[src/design/wake_pkg.sv]
// Shared constants for the wake-up unit and its host end.
package wake_pkg;

    localparam int DATA_W       = 8;
    localparam int ADDR_W       = 3;
    localparam int NUM_CHANNELS = 8;

    // Register indices on the register port.
    localparam logic [ADDR_W-1:0] ADDR_EDGE_POLARITY = 3'h0;
    localparam logic [ADDR_W-1:0] ADDR_ENABLE_MASK   = 3'h1;
    localparam logic [ADDR_W-1:0] ADDR_CH0_SOURCE    = 3'h2;
    localparam logic [ADDR_W-1:0] ADDR_PENDING_FLAGS = 3'h3;
    localparam logic [ADDR_W-1:0] ADDR_PENDING_CLEAR = 3'h4;

    // Reset values.
    localparam logic [DATA_W-1:0] RESET_EDGE_POLARITY = 8'h00;
    localparam logic [DATA_W-1:0] RESET_ENABLE_MASK   = 8'h00;
    localparam logic [DATA_W-1:0] RESET_CH0_SOURCE    = 8'h00;
    localparam logic [DATA_W-1:0] RESET_PENDING_FLAGS = 8'h00;

    // Field layout of the channel-0 source select register.
    localparam int                CH0_SOURCE_BIT    = 0;
    localparam logic [DATA_W-1:0] CH0_SOURCE_MASK   = 8'h01;

    // Value returned for the write-only clear register and unmapped indices.
    localparam logic [DATA_W-1:0] READ_FILL         = 8'h00;

    // Number of flip-flops an outside input passes.
    localparam int SYNC_STAGES = 3;

endpackage : wake_pkg

[src/design/wake_if.sv]
// Register port and request lines between the wake-up unit and its host.
`timescale 1ns/100ps
`default_nettype none

interface wake_if;
    import wake_pkg::*;

    logic [ADDR_W-1:0] reg_addr;
    logic              reg_wr;
    logic              reg_rd;
    logic [DATA_W-1:0] reg_wdata;
    logic [DATA_W-1:0] reg_rdata;
    logic              reg_ack;
    logic              wake_req;
    logic              wake_interrupt_line;

    modport device (
        input  reg_addr,
        input  reg_wr,
        input  reg_rd,
        input  reg_wdata,
        output reg_rdata,
        output reg_ack,
        output wake_req,
        output wake_interrupt_line
    );

    modport host (
        output reg_addr,
        output reg_wr,
        output reg_rd,
        output reg_wdata,
        input  reg_rdata,
        input  reg_ack,
        input  wake_req,
        input  wake_interrupt_line
    );

endinterface : wake_if

`default_nettype wire

[src/design/multi_input_wakeup_unit.sv]
// Eight-channel wake-up and interrupt source unit, device end.
`timescale 1ns/100ps
`default_nettype none

// How it works
// - Eight channels, selectable edge, raise requests.
// - Active channel raises the wake interrupt line.
// - Wake request offered to power management.
// - Source bit picks pin or timer pulse.
// - Channels one to seven use own pins.
// - Polarity bit clear rising, set falling.
// - Reset clears polarity: all rising edges.
// - Every detected edge of the selected polarity latches its pending flag.
// - Output only when pending and enabled.
// - Reset clears enable register.
// - Pending bits report channels, reset clears.
// - Pending writes set ones, ignore zeros.
// - Clear register ones clear pending flags.
// - Software never read-modify-writes clear register.
// - Detection keeps working in every mode.
// - Wake restarts clocks; interrupt resumes code.
// - Software writes zero to reserved bits.
// - Setup order: disable, inputs, polarity, clear, enable.
// - Polarity change: disable, write, clear, enable.
module multi_input_wakeup_unit #(
    parameter int CHANNELS = wake_pkg::NUM_CHANNELS
) (
    input  wire logic                ref_clk,
    input  wire logic                rst,
    input  wire logic [CHANNELS-1:0] wake_input_pin,
    input  wire logic                timer_expiry_pulse,
    wake_if.device                   bus
);
    import wake_pkg::*;

    if (CHANNELS < 1 || CHANNELS > DATA_W) begin : g_bad_channels
        $error("CHANNELS must lie between 1 and the register width.");
    end

    logic [CHANNELS-1:0] edge_polarity_select_r;
    logic [CHANNELS-1:0] channel_enable_mask_r;
    logic                ch0_source_bit_r;
    logic [CHANNELS-1:0] wake_pending_flags_r;
    logic [CHANNELS-1:0] wake_pending_flags_nxt;
    logic [CHANNELS-1:0] trigger_src;
    logic [CHANNELS-1:0] rise;
    logic [CHANNELS-1:0] fall;
    logic [CHANNELS-1:0] hw_set;
    logic [CHANNELS-1:0] sw_set;
    logic [CHANNELS-1:0] sw_clr;
    logic [DATA_W-1:0]   rdata_nxt;
    logic [DATA_W-1:0]   rdata_r;
    logic                ack_r;
    logic                wake_req_r;
    logic                irq_r;
    logic                active_any;

    function automatic logic hit(input logic [ADDR_W-1:0] addr, input logic [ADDR_W-1:0] target);
        hit = (addr == target);
    endfunction

    function automatic logic [DATA_W-1:0] widen(input logic [CHANNELS-1:0] value);
        logic [DATA_W-1:0] result;
        result = '0;
        result[CHANNELS-1:0] = value;
        widen = result;
    endfunction

    // Channel sources and edge detectors.
    genvar ch;
    generate
        for (ch = 0; ch < CHANNELS; ch++) begin : g_chan
            if (ch == 0) begin : g_src0
                assign trigger_src[ch] = ch0_source_bit_r ? timer_expiry_pulse : wake_input_pin[ch];
            end else begin : g_srcn
                assign trigger_src[ch] = wake_input_pin[ch];
            end

            edge_sync u_edge_sync (
                .ref_clk  (ref_clk),
                .rst      (rst),
                .async_in (trigger_src[ch]),
                .rise     (rise[ch]),
                .fall     (fall[ch])
            );
        end
    endgenerate

    assign hw_set = (rise & ~edge_polarity_select_r) | (fall & edge_polarity_select_r);

    assign sw_set = (bus.reg_wr && hit(bus.reg_addr, ADDR_PENDING_FLAGS)) ? bus.reg_wdata[CHANNELS-1:0] : '0;
    assign sw_clr = (bus.reg_wr && hit(bus.reg_addr, ADDR_PENDING_CLEAR)) ? bus.reg_wdata[CHANNELS-1:0] : '0;

    assign wake_pending_flags_nxt = ((wake_pending_flags_r | sw_set) & ~sw_clr) | hw_set;

    always_ff @(posedge ref_clk) begin
        if (rst) begin
            wake_pending_flags_r <= RESET_PENDING_FLAGS[CHANNELS-1:0];
        end else begin
            wake_pending_flags_r <= wake_pending_flags_nxt;
        end
    end

    always_ff @(posedge ref_clk) begin
        if (rst) begin
            edge_polarity_select_r <= RESET_EDGE_POLARITY[CHANNELS-1:0];
        end else if (bus.reg_wr && hit(bus.reg_addr, ADDR_EDGE_POLARITY)) begin
            edge_polarity_select_r <= bus.reg_wdata[CHANNELS-1:0];
        end
    end

    always_ff @(posedge ref_clk) begin
        if (rst) begin
            channel_enable_mask_r <= RESET_ENABLE_MASK[CHANNELS-1:0];
        end else if (bus.reg_wr && hit(bus.reg_addr, ADDR_ENABLE_MASK)) begin
            channel_enable_mask_r <= bus.reg_wdata[CHANNELS-1:0];
        end
    end

    always_ff @(posedge ref_clk) begin
        if (rst) begin
            ch0_source_bit_r <= RESET_CH0_SOURCE[CH0_SOURCE_BIT];
        end else if (bus.reg_wr && hit(bus.reg_addr, ADDR_CH0_SOURCE)) begin
            ch0_source_bit_r <= bus.reg_wdata[CH0_SOURCE_BIT];
        end
    end

    // Read data mux; the clear register reads back as a fixed fill value.
    always_comb begin
        rdata_nxt = READ_FILL;
        if (hit(bus.reg_addr, ADDR_EDGE_POLARITY)) begin
            rdata_nxt = widen(edge_polarity_select_r);
        end else if (hit(bus.reg_addr, ADDR_ENABLE_MASK)) begin
            rdata_nxt = widen(channel_enable_mask_r);
        end else if (hit(bus.reg_addr, ADDR_CH0_SOURCE)) begin
            rdata_nxt = CH0_SOURCE_MASK & {DATA_W{ch0_source_bit_r}};
        end else if (hit(bus.reg_addr, ADDR_PENDING_FLAGS)) begin
            rdata_nxt = widen(wake_pending_flags_r);
        end
    end

    always_ff @(posedge ref_clk) begin
        if (rst) begin
            rdata_r <= '0;
            ack_r   <= 1'b0;
        end else begin
            ack_r <= bus.reg_wr | bus.reg_rd;
            if (bus.reg_rd) begin
                rdata_r <= rdata_nxt;
            end
        end
    end

    assign active_any = |(wake_pending_flags_r & channel_enable_mask_r);

    always_ff @(posedge ref_clk) begin
        if (rst) begin
            wake_req_r <= 1'b0;
            irq_r      <= 1'b0;
        end else begin
            wake_req_r <= active_any;
            irq_r      <= active_any;
        end
    end

    assign bus.reg_rdata = rdata_r;
    assign bus.reg_ack   = ack_r;
    assign bus.wake_req  = wake_req_r;
    assign bus.wake_interrupt_line = irq_r;

endmodule : multi_input_wakeup_unit

`default_nettype wire

[src/design/edge_sync.sv]
// Three-stage input synchroniser with settled-level edge detection.
`timescale 1ns/100ps
`default_nettype none

module edge_sync (
    input  wire logic ref_clk,
    input  wire logic rst,
    input  wire logic async_in,
    output logic      rise,
    output logic      fall
);
    import wake_pkg::*;

    logic [SYNC_STAGES-1:0] sync_r;
    logic [SYNC_STAGES-1:0] fill_r;
    logic                   settled_r;
    logic                   primed_r;
    logic                   agree;
    logic                   last_stage;

    // The first stage only feeds the second.
    always_ff @(posedge ref_clk) begin
        if (rst) begin
            sync_r <= '0;
        end else begin
            sync_r <= {sync_r[SYNC_STAGES-2:0], async_in};
        end
    end

    // Marks the stages that hold real pin samples, so a cleared stage is never taken as the pin level.
    always_ff @(posedge ref_clk) begin
        if (rst) begin
            fill_r <= '0;
        end else begin
            fill_r <= {fill_r[SYNC_STAGES-2:0], 1'b1};
        end
    end

    assign last_stage = sync_r[SYNC_STAGES-1];
    assign agree      = (sync_r[SYNC_STAGES-2] == last_stage);

    // The first settled pin level after reset is taken as the baseline, not an edge.
    always_ff @(posedge ref_clk) begin
        if (rst) begin
            settled_r <= 1'b0;
            primed_r  <= 1'b0;
        end else if (agree && fill_r[SYNC_STAGES-1]) begin
            settled_r <= last_stage;
            primed_r  <= 1'b1;
        end
    end

    assign rise = primed_r & agree & last_stage & ~settled_r;
    assign fall = primed_r & agree & ~last_stage & settled_r;

endmodule : edge_sync

`default_nettype wire

[src/flat_wrapper.sv]
// flat-port wrapper written by rule: the top's interface ports become plain ports
module multi_input_wakeup_unit_flat import wake_pkg::*;
#(
    parameter int CHANNELS = wake_pkg::NUM_CHANNELS
)
  (ref_clk, rst, wake_input_pin, timer_expiry_pulse, bus_reg_addr, bus_reg_wr, bus_reg_rd, bus_reg_wdata, bus_reg_rdata, bus_reg_ack, bus_wake_req, bus_wake_interrupt_line);
  wake_if bus_i ();
  input  wire logic ref_clk;
  input  wire logic rst;
  input  wire logic [CHANNELS-1:0] wake_input_pin;
  input  wire logic timer_expiry_pulse;
  input wire logic [$bits(bus_i.reg_addr)-1:0] bus_reg_addr;
  input wire logic [$bits(bus_i.reg_wr)-1:0] bus_reg_wr;
  input wire logic [$bits(bus_i.reg_rd)-1:0] bus_reg_rd;
  input wire logic [$bits(bus_i.reg_wdata)-1:0] bus_reg_wdata;
  output wire logic [$bits(bus_i.reg_rdata)-1:0] bus_reg_rdata;
  output wire logic [$bits(bus_i.reg_ack)-1:0] bus_reg_ack;
  output wire logic [$bits(bus_i.wake_req)-1:0] bus_wake_req;
  output wire logic [$bits(bus_i.wake_interrupt_line)-1:0] bus_wake_interrupt_line;
  assign bus_i.reg_addr = bus_reg_addr;
  assign bus_i.reg_wr = bus_reg_wr;
  assign bus_i.reg_rd = bus_reg_rd;
  assign bus_i.reg_wdata = bus_reg_wdata;
  assign bus_reg_rdata = bus_i.reg_rdata;
  assign bus_reg_ack = bus_i.reg_ack;
  assign bus_wake_req = bus_i.wake_req;
  assign bus_wake_interrupt_line = bus_i.wake_interrupt_line;
  multi_input_wakeup_unit #(.CHANNELS(CHANNELS)) u_core (.ref_clk(ref_clk), .rst(rst), .wake_input_pin(wake_input_pin), .timer_expiry_pulse(timer_expiry_pulse), .bus(bus_i));
endmodule
[config.mk]
export PLATFORM = sky130hd
export DESIGN_NAME = multi_input_wakeup_unit_flat
export DESIGN_NICKNAME = d
export VERILOG_FILES = /design/src/design/wake_pkg.sv /design/src/design/wake_if.sv /design/src/design/multi_input_wakeup_unit.sv /design/src/design/edge_sync.sv /design/src/flat_wrapper.sv
export SDC_FILE = /design/constraint.sdc
export NUM_CORES = 1
export LEC_CHECK = 0
export ABC_AREA = 1
export BUFFER_PORTS_ARGS = -buffer_cell sky130_fd_sc_hd__buf_2
export CAP_MARGIN = 40
export CORE_UTILIZATION = 40
export CTS_BUF_LIST = sky130_fd_sc_hd__clkbuf_8
export CTS_CLUSTER_DIAMETER = 120
export CTS_CLUSTER_SIZE = 30
export DETAILED_ROUTE_END_ITERATION = 12
export HOLD_SLACK_MARGIN = 0.06
export MAX_ROUTING_LAYER = met4
export PLACE_DENSITY = 0.69
export SLEW_MARGIN = 20
export SYNTH_ARGS = -nofsm -noshare
export SYNTH_HDL_FRONTEND = slang
export SYNTH_SLANG_ARGS = --single-unit
[constraint.sdc]
create_clock -name ref_clk -period 1.2 [get_ports ref_clk]
set_input_delay 0.36 -clock ref_clk [delete_from_list [all_inputs] [get_ports ref_clk]]
set_output_delay 0.36 -clock ref_clk [all_outputs]
set_load 0.05 [all_outputs]
Word-level counts from Yosys, hierarchy flattened

Cells that the tools add are included.

Eq/ne operators: 12
Multiplexer cells: 15
Bitwise gates (word level): 66
Reduce and logical (&&, ||, !) cells: 15

Operators with widths:

| cell                                          | count |
|---|---|
| 2-to-1 mux 8 bit                              | 6 |
| bitwise AND 1 bit                             | 40 |
| bitwise AND 8 bit                             | 4 |
| OR 8 bit                                      | 3 |
| NOT 1 bit                                     | 16 |
| NOT 8 bit                                     | 2 |
| logical AND 1 bit                             | 13 |
| 2-to-1 mux 1 bit                              | 9 |
| == test 1 bit                                 | 8 |
| OR reduction 8 bit                            | 1 |
| == test 3 x 2 -> 1 bit, second input constant | 2 |
| == test 3 x 1 -> 1 bit, second input constant | 1 |
| == test 3 bit, second input constant          | 1 |
| logical NOT 3 bit                             | 1 |
| OR 1 bit                                      | 1 |

Register bits after elaboration: 99
Output and inout bits: 11
Logic and storage cells: 155

Depth between registers and ports, before layout

Depth after elaboration: 7
Mapped depth: 8
Mapped depth without buffers: 6

Hierarchy

Synthesis repeated with hierarchy kept, for this count alone.

Cell total of the unflattened synthesis: 491
Area, all modules: 3832.4 um2

Modules (own cells, without submodules):

| module                  | instances | cells each | area an instance (um2) | sequential area each (um2) |
|---|---|---|---|---|
| edge_sync               | 8         | 32         | 265.3                  | 160.2 |
| multi_input_wakeup_unit | 1         | 235        | 1710.4                 | 700.7 |

Worst setup path before layout

No wires, ideal clock.

Path type: reg2out
Start point: register u_core.wake_req_r (netlist: u_core.bus.wake_req)
End point: output bus_wake_req
Arrival: 0.894 ns
Required time: 0.840 ns
Setup slack: -0.054 ns
Cell stages (with the launch flop): 2
Buffers on the path: 1
Path through: dfxtp_1 > buf_4

RTL lines:

| item                   | RTL line                       | source |
|---|---|---|
| start, declared        | multi_input_wakeup_unit.sv:54  | `logic wake_req_r;` |
| start signal, assigned | multi_input_wakeup_unit.sv:161 | `wake_req_r <= active_any;` |
| end, declared          | flat_wrapper.sv:18             | `output wire logic [$bits(bus_i.wake_req)-1:0] bus_wake_req;` |

No word-level cell between the ends.

==> out/metrics.cfg <==
[status]
outcome=complete, but fails checks
violations=negative setup slack

[final_layout]
finalNonFillerCells=561
drive_gt1_frac=0.179
n_fill_cell=754
nets=478
diodes=0
post-route-util=0.489
syn2layout_area_growth_pct=18.5
final_design_area_no_fill_mm2=0.00376

[power_and_ir_drop]
peakVddDrop_v=0.000723
finalPower_mw=5.42
p_leak_nw=1.48
powerDensity_mw_per_mm2=1440

[critical_path]
cpMaxStageDelayCell=dfxtp_2
worstSetupStartpointType=register
crit_fanout=2
cp.arrival_ps=850
cp_top_family=flip-flops
path_class=reg2out
crit_required_ps=840
crit_chain=buf_6
cp_num_buf_inv=1
crit_path_end_kind=primary output
max_stage_delay_ps=350

[grt]
grt_pass1_wl_um=10500
grt_usage=0.164
antenna_found_initial=0
grt_overflow=0
grt_pass1_vias=2325
grt_max_degree=28

[sta]
clock_skew_ps=6.32
hold_violations=0
finalSetupTns_ps=-23.4
fin_crit_ps=1210
period_share=1.01
max_freq_ghz=0.826
rsz0062_at_grt=yes
tightestPinTransition_ps=402
layout_setup_ws_ps=-10.9
slew_violations=0
setup_viol_count_final=4
slew_headroom=0.731
whs_ps=202

[yosys]
ys_top_cells_by_count=78 x dfxtp_1, 66 x inv_1, 54 x a21oi_1, 49 x nand2_1, 37 x nor2_1
synth_top_area_cell=dfxtp_1
synth-seq-cells=78
synth_edf_count=0
synthArstFlopShare=0
yosysWarnings=0
synth_top_area_frac=0.492
synth.avg_cell_area_um2=7.62
syn_area_mm2=0.00318
yosys-top-cells-area=dfxtp_1 49%, a21oi_1 8.5%, inv_1 7.8%
synth_cell_type_count=22
synth-seq-area-share=0.492
synth_ff_type=dfxtp_1
synth_nets=441
yosysMostFrequentCell=dfxtp_1
synth_cells=417

[floorplan]
start_util=0.413
core-area_mm2=0.00769
die_h_um=91.1
rows=32
die_w_um=91.1
num_io_pins=35
die_area_mm2=0.00830

[clock_tree]
clkSinkCount=78
cts_tree=done
clk_pin_slew_ps=80
holdBufCountCts=0
cts_max_level=3
insertion_delay_ps=350
cts_made_buffers=9
ctsLongestPathBuffers=2
clock_tree.root_cell=clkbuf_8

[drt]
antenna_left=0
drc_errors=0
via_per_inst=4.79
firstDrtPassIters=4
drt_iter0_markers=138
detail_route.wl_per_cell_um=11.2
vias=2687
totalWireLength_um=6280

[placed_design]
place_hpwl_um=4540
numPortBuffers=34
place_congestion=0.820
dp_slack_ps=-126
place_area_mm2=0.00344
placedCellCount=544

[flow_run]
drv_cap=0

[hold_path]
hold_class=in2reg

## cells in the final DEF, fill, tap and decap left out, types with 3 or more instances in the layout
cell type | synthesis | routed
a21oi_1 | 54 | 54
buf_2 | 6 | 23
buf_4 | 4 | 12
buf_6 | 3 | 7
buf_8 | 0 | 4
clkbuf_8 | 0 | 10
dfxtp_1 | 78 | 68
dfxtp_2 | 0 | 10
inv_1 | 66 | 66
inv_2 | 3 | 3
nand2_1 | 49 | 49
nand3_1 | 23 | 23
nand3_2 | 3 | 3
nand4_1 | 14 | 14
nor2_1 | 37 | 37
o21ai_0 | 29 | 29
o21ai_1 | 26 | 26
o22ai_1 | 3 | 3
xnor2_1 | 7 | 7
## layer usage
metal | GRT usage | share of wire
met5 | - | 0
met4 | 0.0794 | 0.012
met3 | 0.0327 | 0.041
met2 | 0.259 | 0.47
met1 | 0.202 | 0.47
## timing repair
| item | CTS | global route |
|---|---|---|
| setup endpoints to repair | 11 | 11 |
| resized for setup | 33 | 2 |
| buffers inserted | 0 | 1 |
## sequential cells by signal, indices dropped and copies added (netlist names)
name                                 flops
u_core.bus.reg_ack                       1
u_core.ch0_source_bit_r                  1
u_core.edge_polarity_select_r            8
u_core.g_chan.u_edge_sync.primed_r       8
u_core.wake_pending_flags_r              8
u_core.g_chan.u_edge_sync.sync_r        24
u_core.bus.reg_rdata                     8
u_core.channel_enable_mask_r             8
u_core.bus.wake_req                      1
u_core.g_chan.u_edge_sync.settled_r      8
u_core.g_chan.u_edge_sync.fill_r         3
## cells by family (layout without fill, tap and decap cells)
| family | count (synthesis) | after routing | synth area share |
|---|---|---|---|
| AOI/OAI and AO/OA | 112 | 112 | 0.178 |
| xor gates and xnor gates | 7 | 7 | 0.0193 |
| buffers and inverters | 89 | 131 | 0.119 |
| DFF | 78 | 78 | 0.492 |
| and+or+nand+nor | 131 | 131 | 0.192 |
## report_power, final
part | switching [mW] | internal [mW]
Clock | 0.953 | 1.22
Sequential | 0.0557 | 2.69
Combinational | 0.318 | 0.184
Total | 1.33 | 4.09
## final timing paths
check	start	end	slack (ps)	cells past startpoint
min reg2reg	u_core.g_chan[6].u_edge_sync.sync_r[0]	u_core.g_chan[6].u_edge_sync.sync_r[1]	400	2
max	u_core.bus.wake_req	bus_wake_interrupt_line	-10	1
max reg2reg	u_core.g_chan[7].u_edge_sync.fill_r[2]	u_core.g_chan[5].u_edge_sync.settled_r	210	4
min	wake_input_pin[4]	u_core.g_chan[4].u_edge_sync.sync_r[0]	200	3
## area by class of cell
| type | count | area [um^2] | area share |
|---|---|---|---|
| inverter | 69 | 259 | 0.0688 |
| sequential | 78 | 1570 | 0.418 |
| clock buffer | 10 | 138 | 0.0366 |
| clock inverter | 6 | 85.1 | 0.0226 |
| multi-input combinational | 250 | 1230 | 0.328 |
| timing repair buffer | 46 | 344 | 0.0915 |
| tap | 102 | 128 | 0.0339 |
Note: power is estimated with default switching activity, not from simulation.
